`config.mk`:
```
export PLATFORM = sky130hd
export DESIGN_NAME = cdda_interp
export DESIGN_NICKNAME = d
export VERILOG_FILES = /design/src/cdda_pkg.sv /design/src/cdda_interp.sv
export SDC_FILE = /design/constraint.sdc
export NUM_CORES = 2
export LEC_CHECK = 0
export ABC_AREA = 1
export BUFFER_PORTS_ARGS = -buffer_cell sky130_fd_sc_hd__buf_2
export CAP_MARGIN = 20
export CORE_UTILIZATION = 31
export DETAILED_ROUTE_END_ITERATION = 7
export GPL_TIMING_DRIVEN = 0
export PLACE_DENSITY = 0.48
export SYNTH_ARGS = -nofsm -noshare
export SYNTH_HDL_FRONTEND = slang
export SYNTH_SLANG_ARGS = --single-unit
```
`constraint.sdc`:
```
create_clock -name sys_clk -period 4.35 [get_ports sys_clk]
set_input_delay 0 -clock sys_clk [delete_from_list [all_inputs] [get_ports sys_clk]]
set_output_delay 0 -clock sys_clk [all_outputs]
set_load 0.05 [all_outputs]
```
`src/cdda_pkg.sv`:
```
/*
 * Constants, message tags and types for the colour interpolator stage.
 * Assumes a message stream of 9-bit tags and 32-bit data words.
 */
// Functional notes
// - Always compute red, green, blue and alpha
// - Visible step emits colour, then advances DDAs
// - Flat shading emits constant value, red low
// - Adder adds; subtracts only for negative correction
// - Values 9.15 fixed point, two guard bits
// - Guard band overflow simply wraps around
// - Clamp selects result, zero or 255.0
// - Span accumulator fills span, edge seeds it
// - Correction: span equals edge plus error times slope
// - Error is sign magnitude, bit 4 sign
// - Add or subtract slope/2../16 per bit
// - Slope scaling uses arithmetic right shift
// - One cycle per set error bit
// - Register messages write like synchronous memory
// - Register messages consumed, never forwarded
// - Mode bit 0 enable, bit 1 smooth
// - Hidden steps advance DDAs, emit no colour
// - Corrections applied only while enabled
// - Render setup loads both accumulators from start
// - Span step adds x slope; edge step reloads both
// - DDA updates only in smooth shading, except render setup
// - Other messages forwarded when queue has room
package cdda_pkg;

	// ------------------------------------------------------------
	// Widths
	// ------------------------------------------------------------
	localparam int TAG_W  = 9;
	localparam int DATA_W = 32;
	localparam int VAL_W  = 24;
	localparam int ACC_W  = 26;
	localparam int FRAC_W = 15;
	localparam int NCOMP  = 4;

	// ------------------------------------------------------------
	// Register update tags
	// ------------------------------------------------------------
	localparam logic [8:0] TAG_RED_START_VALUE   = 9'h000;
	localparam logic [8:0] TAG_RED_SLOPE_X       = 9'h001;
	localparam logic [8:0] TAG_RED_SLOPE_EDGE    = 9'h002;
	localparam logic [8:0] TAG_GREEN_START_VALUE = 9'h003;
	localparam logic [8:0] TAG_GREEN_SLOPE_X     = 9'h004;
	localparam logic [8:0] TAG_GREEN_SLOPE_EDGE  = 9'h005;
	localparam logic [8:0] TAG_BLUE_START_VALUE  = 9'h006;
	localparam logic [8:0] TAG_BLUE_SLOPE_X      = 9'h007;
	localparam logic [8:0] TAG_BLUE_SLOPE_EDGE   = 9'h008;
	localparam logic [8:0] TAG_ALPHA_START_VALUE = 9'h009;
	localparam logic [8:0] TAG_ALPHA_SLOPE_X     = 9'h00a;
	localparam logic [8:0] TAG_ALPHA_SLOPE_EDGE  = 9'h00b;
	localparam logic [8:0] TAG_FLAT_SHADE_VALUE  = 9'h00c;
	localparam logic [8:0] TAG_INTERP_MODE_CTRL  = 9'h00d;

	localparam logic [3:0][8:0] TAG_START = {TAG_ALPHA_START_VALUE,
		TAG_BLUE_START_VALUE, TAG_GREEN_START_VALUE, TAG_RED_START_VALUE};
	localparam logic [3:0][8:0] TAG_SLX = {TAG_ALPHA_SLOPE_X,
		TAG_BLUE_SLOPE_X, TAG_GREEN_SLOPE_X, TAG_RED_SLOPE_X};
	localparam logic [3:0][8:0] TAG_SLE = {TAG_ALPHA_SLOPE_EDGE,
		TAG_BLUE_SLOPE_EDGE, TAG_GREEN_SLOPE_EDGE, TAG_RED_SLOPE_EDGE};

	// ------------------------------------------------------------
	// Pipeline message tags
	// ------------------------------------------------------------
	localparam logic [8:0] TAG_RENDER_SETUP   = 9'h020;
	localparam logic [8:0] TAG_VIS_STEP_SPAN  = 9'h030;
	localparam logic [8:0] TAG_VIS_STEP_EDGE  = 9'h031;
	localparam logic [8:0] TAG_HID_STEP_SPAN  = 9'h032;
	localparam logic [8:0] TAG_HID_STEP_EDGE  = 9'h033;
	localparam logic [8:0] TAG_SUBPIXEL_FIX   = 9'h034;
	localparam logic [8:0] TAG_COLOUR         = 9'h040;

	// ------------------------------------------------------------
	// Field positions and reset values
	// ------------------------------------------------------------
	localparam int MODE_ENABLE_BIT = 0;
	localparam int MODE_SMOOTH_BIT = 1;
	localparam int ERR_SIGN_BIT    = 4;
	localparam logic [1:0]  MODE_RESET = 2'h0;
	localparam logic [31:0] FLAT_RESET = 32'h0000_0000;
	localparam logic [25:0] CLAMP_MAX  = 26'h07f_8000;
	localparam logic [7:0]  BYTE_MAX   = 8'hff;

	typedef enum logic [1:0] {S_IDLE, S_PEND, S_CORR} cdda_fsm_t;

endpackage

```
`src/cdda_interp.sv`:
```
/*
 * Colour interpolator stage: four component DDAs with sub-pixel
 * correction, clamping and colour message generation.
 * Assumes in/out message ports are synchronous to sys_clk.
 */
`timescale 1ns/1ps
module cdda_interp (
	input  wire logic        sys_clk,
	input  wire logic        rst_n,
	input  wire logic        in_valid,
	output logic             in_ready,
	input  wire logic [8:0]  in_tag,
	input  wire logic [31:0] in_data,
	output logic             out_valid,
	input  wire logic        out_ready,
	output logic [8:0]       out_tag,
	output logic [31:0]      out_data
);

	// ------------------------------------------------------------
	// State
	// ------------------------------------------------------------
	typedef struct packed {
		cdda_pkg::cdda_fsm_t fsm;
		logic [3:0][23:0]    start;
		logic [3:0][23:0]    slx;
		logic [3:0][23:0]    sle;
		logic [3:0][25:0]    span;
		logic [3:0][25:0]    edge_acc;
		logic [31:0]         flat;
		logic [1:0]          mode;
		logic [3:0]          err_bits;
		logic                err_neg;
		logic                corr_first;
		logic [8:0]          pend_tag;
		logic [31:0]         pend_data;
		logic                ovalid;
		logic [8:0]          otag;
		logic [31:0]         odata;
	} cdda_state_t;

	cdda_state_t st;
	cdda_state_t next_st;

	logic        slot_free;
	logic        take;
	logic        is_reg;
	logic        en;
	logic        smooth;
	logic        push;
	logic [31:0] colour;

	function automatic logic [25:0] cdda_sext(input logic [23:0] v);
		return {{2{v[23]}}, v};
	endfunction

	// Clamp to 0..255 and take the integer byte
	function automatic logic [7:0] cdda_clamp(input logic [25:0] a);
		if (a[25])
			return 8'h00;
		else if (a >= cdda_pkg::CLAMP_MAX)
			return cdda_pkg::BYTE_MAX;
		else
			return a[22:15];
	endfunction

	// ------------------------------------------------------------
	// Decode
	// ------------------------------------------------------------
	assign slot_free = !st.ovalid || out_ready;
	assign in_ready  = (st.fsm == cdda_pkg::S_IDLE) && slot_free;
	assign take      = in_valid && in_ready;
	assign en        = st.mode[cdda_pkg::MODE_ENABLE_BIT];
	assign smooth    = st.mode[cdda_pkg::MODE_SMOOTH_BIT];
	assign is_reg    = (in_tag <= cdda_pkg::TAG_INTERP_MODE_CTRL);

	always_comb begin
		colour = '0;
		for (int c = 0; c < cdda_pkg::NCOMP; c++) begin
			colour[c*8 +: 8] = cdda_clamp(st.span[c]);
		end
		if (!smooth)
			colour = st.flat;
	end

	// ------------------------------------------------------------
	// Next state
	// ------------------------------------------------------------
	always_comb begin
		logic [2:0]  sh;
		logic [25:0] part;
		logic [25:0] base;
		logic [3:0]  rest;
		int          k;
		sh      = '0;
		part    = '0;
		base    = '0;
		rest    = '0;
		k       = 0;
		next_st = st;
		push    = 1'b0;
		if (slot_free)
			next_st.ovalid = 1'b0;
		case (st.fsm)
			cdda_pkg::S_IDLE: begin
				if (take && is_reg) begin
					for (int c = 0; c < cdda_pkg::NCOMP; c++) begin
						if (in_tag == cdda_pkg::TAG_START[c])
							next_st.start[c] = in_data[23:0];
						if (in_tag == cdda_pkg::TAG_SLX[c])
							next_st.slx[c] = in_data[23:0];
						if (in_tag == cdda_pkg::TAG_SLE[c])
							next_st.sle[c] = in_data[23:0];
					end
					if (in_tag == cdda_pkg::TAG_FLAT_SHADE_VALUE)
						next_st.flat = in_data;
					if (in_tag == cdda_pkg::TAG_INTERP_MODE_CTRL)
						next_st.mode = in_data[1:0];
				end else if (take) begin
					// Forward by default
					push           = 1'b1;
					next_st.ovalid = 1'b1;
					next_st.otag   = in_tag;
					next_st.odata  = in_data;
					if (en) begin
						case (in_tag)
							cdda_pkg::TAG_RENDER_SETUP: begin
								for (int c = 0; c < cdda_pkg::NCOMP; c++) begin
									next_st.span[c]     = cdda_sext(st.start[c]);
									next_st.edge_acc[c] = cdda_sext(st.start[c]);
								end
							end
							cdda_pkg::TAG_VIS_STEP_SPAN,
							cdda_pkg::TAG_VIS_STEP_EDGE: begin
								next_st.otag      = cdda_pkg::TAG_COLOUR;
								next_st.odata     = colour;
								next_st.pend_tag  = in_tag;
								next_st.pend_data = in_data;
								next_st.fsm       = cdda_pkg::S_PEND;
							end
							cdda_pkg::TAG_SUBPIXEL_FIX: begin
								if (smooth) begin
									next_st.err_neg = in_data[cdda_pkg::ERR_SIGN_BIT];
									next_st.err_bits = in_data[3:0];
									if (in_data[3:0] != 4'h0) begin
										push              = 1'b0;
										next_st.ovalid    = 1'b0;
										next_st.pend_tag  = in_tag;
										next_st.pend_data = in_data;
										next_st.corr_first = 1'b1;
										next_st.fsm       = cdda_pkg::S_CORR;
									end else begin
										next_st.span = st.edge_acc;
									end
								end
							end
							default: begin
							end
						endcase
						// Step update after colour sampled
						if (smooth) begin
							for (int c = 0; c < cdda_pkg::NCOMP; c++) begin
								if (in_tag == cdda_pkg::TAG_VIS_STEP_SPAN ||
									in_tag == cdda_pkg::TAG_HID_STEP_SPAN)
									next_st.span[c] = st.span[c] +
										cdda_sext(st.slx[c]);
								if (in_tag == cdda_pkg::TAG_VIS_STEP_EDGE ||
									in_tag == cdda_pkg::TAG_HID_STEP_EDGE) begin
									next_st.edge_acc[c] = st.edge_acc[c] +
										cdda_sext(st.sle[c]);
									next_st.span[c] = st.edge_acc[c] +
										cdda_sext(st.sle[c]);
								end
							end
						end
					end
				end
			end
			cdda_pkg::S_PEND: begin
				if (slot_free) begin
					push           = 1'b1;
					next_st.ovalid = 1'b1;
					next_st.otag   = st.pend_tag;
					next_st.odata  = st.pend_data;
					next_st.fsm    = cdda_pkg::S_IDLE;
				end
			end
			cdda_pkg::S_CORR: begin
				// Highest set bit first, one per cycle
				for (int b = 0; b < 4; b++) begin
					if (st.err_bits[b])
						k = b;
				end
				sh   = 3'(4 - k);
				rest = st.err_bits;
				rest[k] = 1'b0;
				for (int c = 0; c < cdda_pkg::NCOMP; c++) begin
					base = st.corr_first ? st.edge_acc[c] : st.span[c];
					part = $signed(cdda_sext(st.slx[c])) >>> sh;
					if (st.err_neg)
						next_st.span[c] = base - part;
					else
						next_st.span[c] = base + part;
				end
				next_st.err_bits   = rest;
				next_st.corr_first = 1'b0;
				if (rest == 4'h0)
					next_st.fsm = cdda_pkg::S_PEND;
			end
			default: begin
				next_st.fsm = cdda_pkg::S_IDLE;
			end
		endcase
	end

	always_ff @(posedge sys_clk or negedge rst_n) begin
		if (!rst_n) begin
			st <= '0;
		end else begin
			st <= next_st;
		end
	end

	assign out_valid = st.ovalid;
	assign out_tag   = st.otag;
	assign out_data  = st.odata;

	logic vis_take;
	logic hid_take;
	logic [25:0] span0_step;
	assign vis_take = take && en && (in_tag == cdda_pkg::TAG_VIS_STEP_SPAN ||
		in_tag == cdda_pkg::TAG_VIS_STEP_EDGE);
	assign hid_take = take && en && (in_tag == cdda_pkg::TAG_HID_STEP_SPAN ||
		in_tag == cdda_pkg::TAG_HID_STEP_EDGE);
	assign span0_step = st.span[0] + cdda_sext(st.slx[0]);
	logic [25:0] half_slx0;
	logic [25:0] edge1_step;
	assign half_slx0  = {{3{st.slx[0][23]}}, st.slx[0][23:1]};
	assign edge1_step = st.edge_acc[1] + cdda_sext(st.sle[1]);
endmodule

```
After elaboration in Yosys (flattened, before gate mapping)
Index checks and enable logic that the tools add are counted.

Add/subtract/negate cells: 17. Order comparisons: 7. Equality and inequality tests: 34. Shifts and indexed selects: 4. Mux-type cells: 67. Bitwise operators: 3. Reductions and logical operators: 38.

Operators by type and width (count): $mux W208 (4); $mux W26 (20); $pmux W104 S2 (2); $add A26 B26 Y26 (12); $mux W104 (3); $mux W89 (3); $mux W32 (4); $ge A26 B23 Y1 const B (4); $sshr A24 B3 Y26 (4); $sub A26 B26 Y26 (4); $pmux W42 S2 (1); $pmux W41 S2 (1); $mux W8 (8); $eq A9 B4 Y1 const B (6); $eq A9 B6 Y1 const B (6); $mux W48 (1); $mux W43 (1); $mux W42 (1); $reduce_and A3 Y1 (14); $mux W41 (1); $eq A9 B3 Y1 const B (4); $ge A32 B1 Y1 const B (1); $lt A32 B4 Y1 const B (1); $eq A9 B2 Y1 const B (2); 33 further kinds (62).

Flip-flop bits (word level): 621. Bits of input ports: 45. Output and inout port bits: 43. Logic and storage cells: 201.

Logic depth before layout (Yosys ltp)
Depth after elaboration: 13. Gate-level depth with buffers: 30. Gate-level depth less buffers: 29.

Worst setup path after synthesis
Ideal clock, no wire load.

Kind: register -> register. Start: register st[86] (netlist name). End: register st[301] (netlist name). Arrival time: 4.354 ns. Required time: 4.225 ns. Path slack: -0.129 ns. Stages on the path, launching flop included: 27. Buffers on the path: 3. Clock period less this slack: 4.479 ns. Cell sequence: dfrtp_1 > a21oi_2 > buf_2 > ha_1 > inv_2 > buf_2 > buf_1 > nand2_1 > nand3_1 > nand2_1 > ha_1 > nand2_1 > nor2_4 > nand3_1 > o21ai_1 > xor2_1 > ha_1 > nand2_1 > nor2_1 > nand3_1 > o21ai_0 > a21oi_1 > o21ai_0 > a21oi_1 > or2_2 > nand3_1 > nand3_1.

Longest elaborated chain between the ends: 9. Elaborated cells on any way between the ends: 10. Those cells by class: add/sub: 3; shift: 1; mux: 6.

Ends and longest elaborated chain: start: declaration (line cdda_interp.sv:42) `cdda_state_t st;`; start signal: assignment (line cdda_interp.sv:220) `st <= next_st;`; $mux W1 (*) (line cdda_interp.sv:191) `if (st.err_bits[b])`; $mux W32 (*) (2 in a row) (line cdda_interp.sv:191); $mux W32 (*) (line cdda_interp.sv:104) `case (st.fsm)`; $sub A3 B3 Y3 (*) (line cdda_interp.sv:194) `sh = 3'(4 - k);`; $sshr A24 B3 Y26 (*) (line cdda_interp.sv:199) `part = $signed(cdda_sext(st.slx[c])) >>> sh;`; $add A26 B26 Y26 / $sub A26 B26 Y26 (equally long branches) (line cdda_interp.sv:203, cdda_interp.sv:201); $mux W26 (*) (line cdda_interp.sv:200) `if (st.err_neg)`; $pmux W104 S2 (*) (line cdda_interp.sv:104).

Every way passes the cells marked *; elsewhere a longest branch is shown, timed or not. The select of a mux whose other input is x is not followed. A chain may end at the register's enable or synchronous reset.

Final worst setup path
Start: register st[87] (netlist name). End: register st[301] (netlist name).

Longest elaborated chain between the ends: 8. Elaborated cells on any way between the ends: 9. Those cells by class: add/sub: 3; shift: 1; mux: 5.

Ends and longest elaborated chain (line): $mux W32 (*) (2 in a row) (cdda_interp.sv:191); $mux W32 (*) (cdda_interp.sv:104); $sub A3 B3 Y3 (*) (cdda_interp.sv:194); $sshr A24 B3 Y26 (*) (cdda_interp.sv:199); $add A26 B26 Y26 / $sub A26 B26 Y26 (equally long branches) (cdda_interp.sv:203, cdda_interp.sv:201); $mux W26 (*) (cdda_interp.sv:200); $pmux W104 S2 (*) (cdda_interp.sv:104).

Marked as above.

==> metrics <==
first-pass GRT wire length around 470,000 um; Netlist cell types 63; HPWL after DPL 284,000 um; worst slew pin tran about 1.4 ns; number of buffers created by CTS between 70 and 80; Worst path slowest cell dfrtp_4; Clock transition at path regs about 0.060 ns; worst-skew pair later-pin latency 0.71 ns; Critical Path Source Type flop; Post-Synth XOR/XNOR Area 0.0254; Leak 31.3 nW; area grow syn2layout 22.9%; failing checks setup timing; Residual DRC 0; synthesized flop and latch total ~620; DRT antenna net count 0; Async SR Flop Fraction 1.00; DR pass1 iterations 8; Final nets about 9.0k; critical path startpoint st[87]; wire per inst between 30 and 40 um; GRT met2 Usage 0.523; placeable core region roughly 0.17 sq mm; Reg area 0.0155 sq mm; port buffer count 86; M1 GR Usage 0.539; post-synthesis adder-cell area fraction 0.0776; ys flop type dfrtp_1; GR Util All Layers 0.385; I/O pins 88; Power Density just under 300 mW/mm^2; antenna violations before repair 26; DP Worst Slack -2.42 ns; root buf cell clkbuf_16; min Tclk post-route 4.69 ns; max-cap viol count 0; Max Freq between 0.2 and 0.25 GHz; compound-cell area share of the yosys netlist 0.219; sequential power share 0.343; sequential share of the synthesized area 0.287; RSZ-0062 raised after global routing yes; Final Max Slew Viols 0; commonest non-fill, non-tap cells in the layout nand2_1 (1,932), inv_1 (794), nand3_1 (765); Via-to-Cell Ratio 5.86; Syn. warnings 0; Rel. slew slack 0.0524; Final Hold Vio Count 0; multiplexer area fraction after synthesis 0.0116; CP arrival ~5.3 ns; Die ar. between 0.15 and 0.2 sq mm; htree depth 3; share of cells above drive strength 1 0.152; Clock power frac 0.346; CP peak stage delay approximately 0.6 ns; synthesized instance count about 8.2k; area of the multi-input gates 0.0368 sq mm; Max VDD drop roughly 0.32 mV; layer with the highest usage met1; CP Max Fanout 10; switching share of power 0.390; largest net degree at the start of global routing around 110; FILL cells approximately 19k; Worst Setup Path Type reg -> reg; Design Power between 15 and 20 mW; CP endpoint kind flop; largest family of logic cells by synthesized area simple AND/OR/NAND/NOR gates; Worst Hold Class in -> reg; Req. time, crit path 4.93 ns; clock skew 0.0333 ns; P_sw roughly 7.6 mW; Die X 420 um; status finished, violations left; Starting Density 0.312; total grt overflow 0; simple-gate share of the synthesized area 0.286; RR Startpoint st[87]; Iter 0 DRT Violations slightly above 9k; Most Frequent Cell on Critical Path a21oi_2; row cnt ~150; Final setup viols between 50 and 60; Mapped Nets 8,576; TritonCTS clock tree done; Min-Delay Startpoint in_data[25]; Post-synth EDFFs 0; Finished Core Util 0.383; clk buf depth 3; Avg Inst Size Synth 6.61 sq um; P_int 11.9 mW; share of power burned in combinational logic 0.311; die height around 420 um; met3 usage 0.100; vias between 60k and 70k; most common cell after layout, fill and taps aside nand2_1; synthesized area ~0.054 sq mm; fin crit share 1.08; final worst slack -0.337 ns; gpl congestion 1.06; routed wire length 351,000 um; CTS Sinks slightly above 600; vias in the first global route 58.3k
## power by group through the flow
| stage | Clock [mW] | Combinational [mW] | Sequential [mW] |
|---|---|---|---|
| 2_1_floorplan | 0 | 3.26 | 6.44 |
| 3_3_place_gp | 0 | 4.92 | 6.76 |
| 3_5_place_dp | 0 | 4.97 | 6.75 |
| 4_1_cts | 6.85 | 5.48 | 6.65 |
| 5_1_grt | 7.03 | 6.50 | 6.71 |
| 6_report | 6.76 | 6.08 | 6.72 |
## per-layer routing
| metal | up-vias | wire, um |
|---|---|---|
| li1 | 28700 | - |
| met1 | 31100 | 150000 |
| met2 | 4083 | 137000 |
| met3 | 770 | 40800 |
| met4 | 26 | 23300 |
| met5 | - | 178 |
## cell families after synthesis
| kind of cell | count (synthesis) |
|---|---|
| buf+inv | 1259 |
| simple gates | 3656 |
| fa+ha+maj | 329 |
| compound gates | 2117 |
| flops | 621 |
| xor+xnor | 157 |
| mux | 63 |
## final cells by class
| type | count | share of cell area |
|---|---|---|
| tap | 2325 | 0.0437 |
| multi-input combinational | 6322 | 0.553 |
| antenna | 28 | 0.00105 |
| clock buffer | 103 | 0.0325 |
| clock inverter | 34 | 0.00548 |
| inverter | 840 | 0.0476 |
| buffer | 419 | 0.0366 |
| sequential | 621 | 0.233 |
| timing repair buffer | 344 | 0.0471 |
## repair_timing
| item | 4_1_cts | 5_1_grt |
|---|---|---|
| buffers inserted | 97 | 59 |
| cloned | 3 | 4 |
| endpoints found under the setup margin | 100 | 72 |
| pin swaps | 176 | 165 |
| hold endpoints to repair | 596 | 0 |
| gates resized for setup | 600 | 339 |
| hold buffers | 48 | 0 |
## state kept, by name, indices dropped and copies added (netlist names)
register	cells
half_slx0	23
smooth	1
st	554
out_data	32
out_valid	1
out_tag	9
en	1
## worst max-delay path, delay by kind of cell, from the launching register on
family | cells | cell delay [ns]
adders and majority gates | 2 | 0.75
buffers and inverters | 6 | 0.80
DFF | 1 | 0.59
and+or+nand+nor | 12 | 1.38
xor gates and xnor gates | 1 | 0.20
AOI/OAI and AO/OA | 7 | 0.80
## cell usage after synthesis, types with 16 or more instances
cell / number / area share
o21a_1: 20 / 0.0028
ha_1: 317 / 0.073
a21oi_1: 692 / 0.064
o211ai_1: 62 / 0.0086
xnor2_1: 64 / 0.010
nand4_1: 68 / 0.0078
o21ai_0: 824 / 0.076
mux2i_1: 63 / 0.012
buf_2: 104 / 0.0096
buf_4: 55 / 0.0076
or2_2: 55 / 0.0063
nand3_1: 855 / 0.079
nor4_1: 19 / 0.0022
a31oi_1: 41 / 0.0047
buf_1: 42 / 0.0029
a21o_1: 45 / 0.0062
a221oi_1: 27 / 0.0044
a2bb2oi_1: 29 / 0.0047
o22ai_1: 55 / 0.0063
xor2_1: 93 / 0.015
nor2_1: 473 / 0.033
clkbuf_1: 212 / 0.015
a211oi_1: 21 / 0.0029
dfrtp_1: 621 / 0.29
o21ai_1: 128 / 0.012
nand2_1: 2047 / 0.14
o21bai_1: 31 / 0.0043
a32o_1: 17 / 0.0031
inv_2: 22 / 0.0015
nor3_1: 81 / 0.0075
inv_1: 814 / 0.056
nand3b_1: 16 / 0.0022
o2111ai_1: 18 / 0.0029
a22oi_1: 40 / 0.0055
## path summary, 6_finish.rpt
path,to,slack [ns],cells past startpoint
max in group asynchronous,st[342],2.66,5
setup reg to reg,st[301],-0.34,28
hold / removal,st[116],0.12,4
min in group asynchronous,st[509],0.52,4
hold reg to reg,st[78],0.46,2
setup / recovery,st[301],-0.34,28
## per-stage QoR
stage | setup TNS (ns) | instance area (sq um) | cells | hold WS [ns]
finish | -8.45 | 66600 | 11000 | 0.116
global route | -14.95 | 66600 | 11000 | 0.155
CTS | -5.43 | 64400 | 10900 | 0.0780
detailed placement | -143.72 | 58300 | 10600 | -0.000831
global placement | -6949.45 | 57500 | 10600 | 0.298
floorplan | -0.0586 | 54200 | 8202 | -0.296
Note: power is estimated with default switching activity, not from simulation.
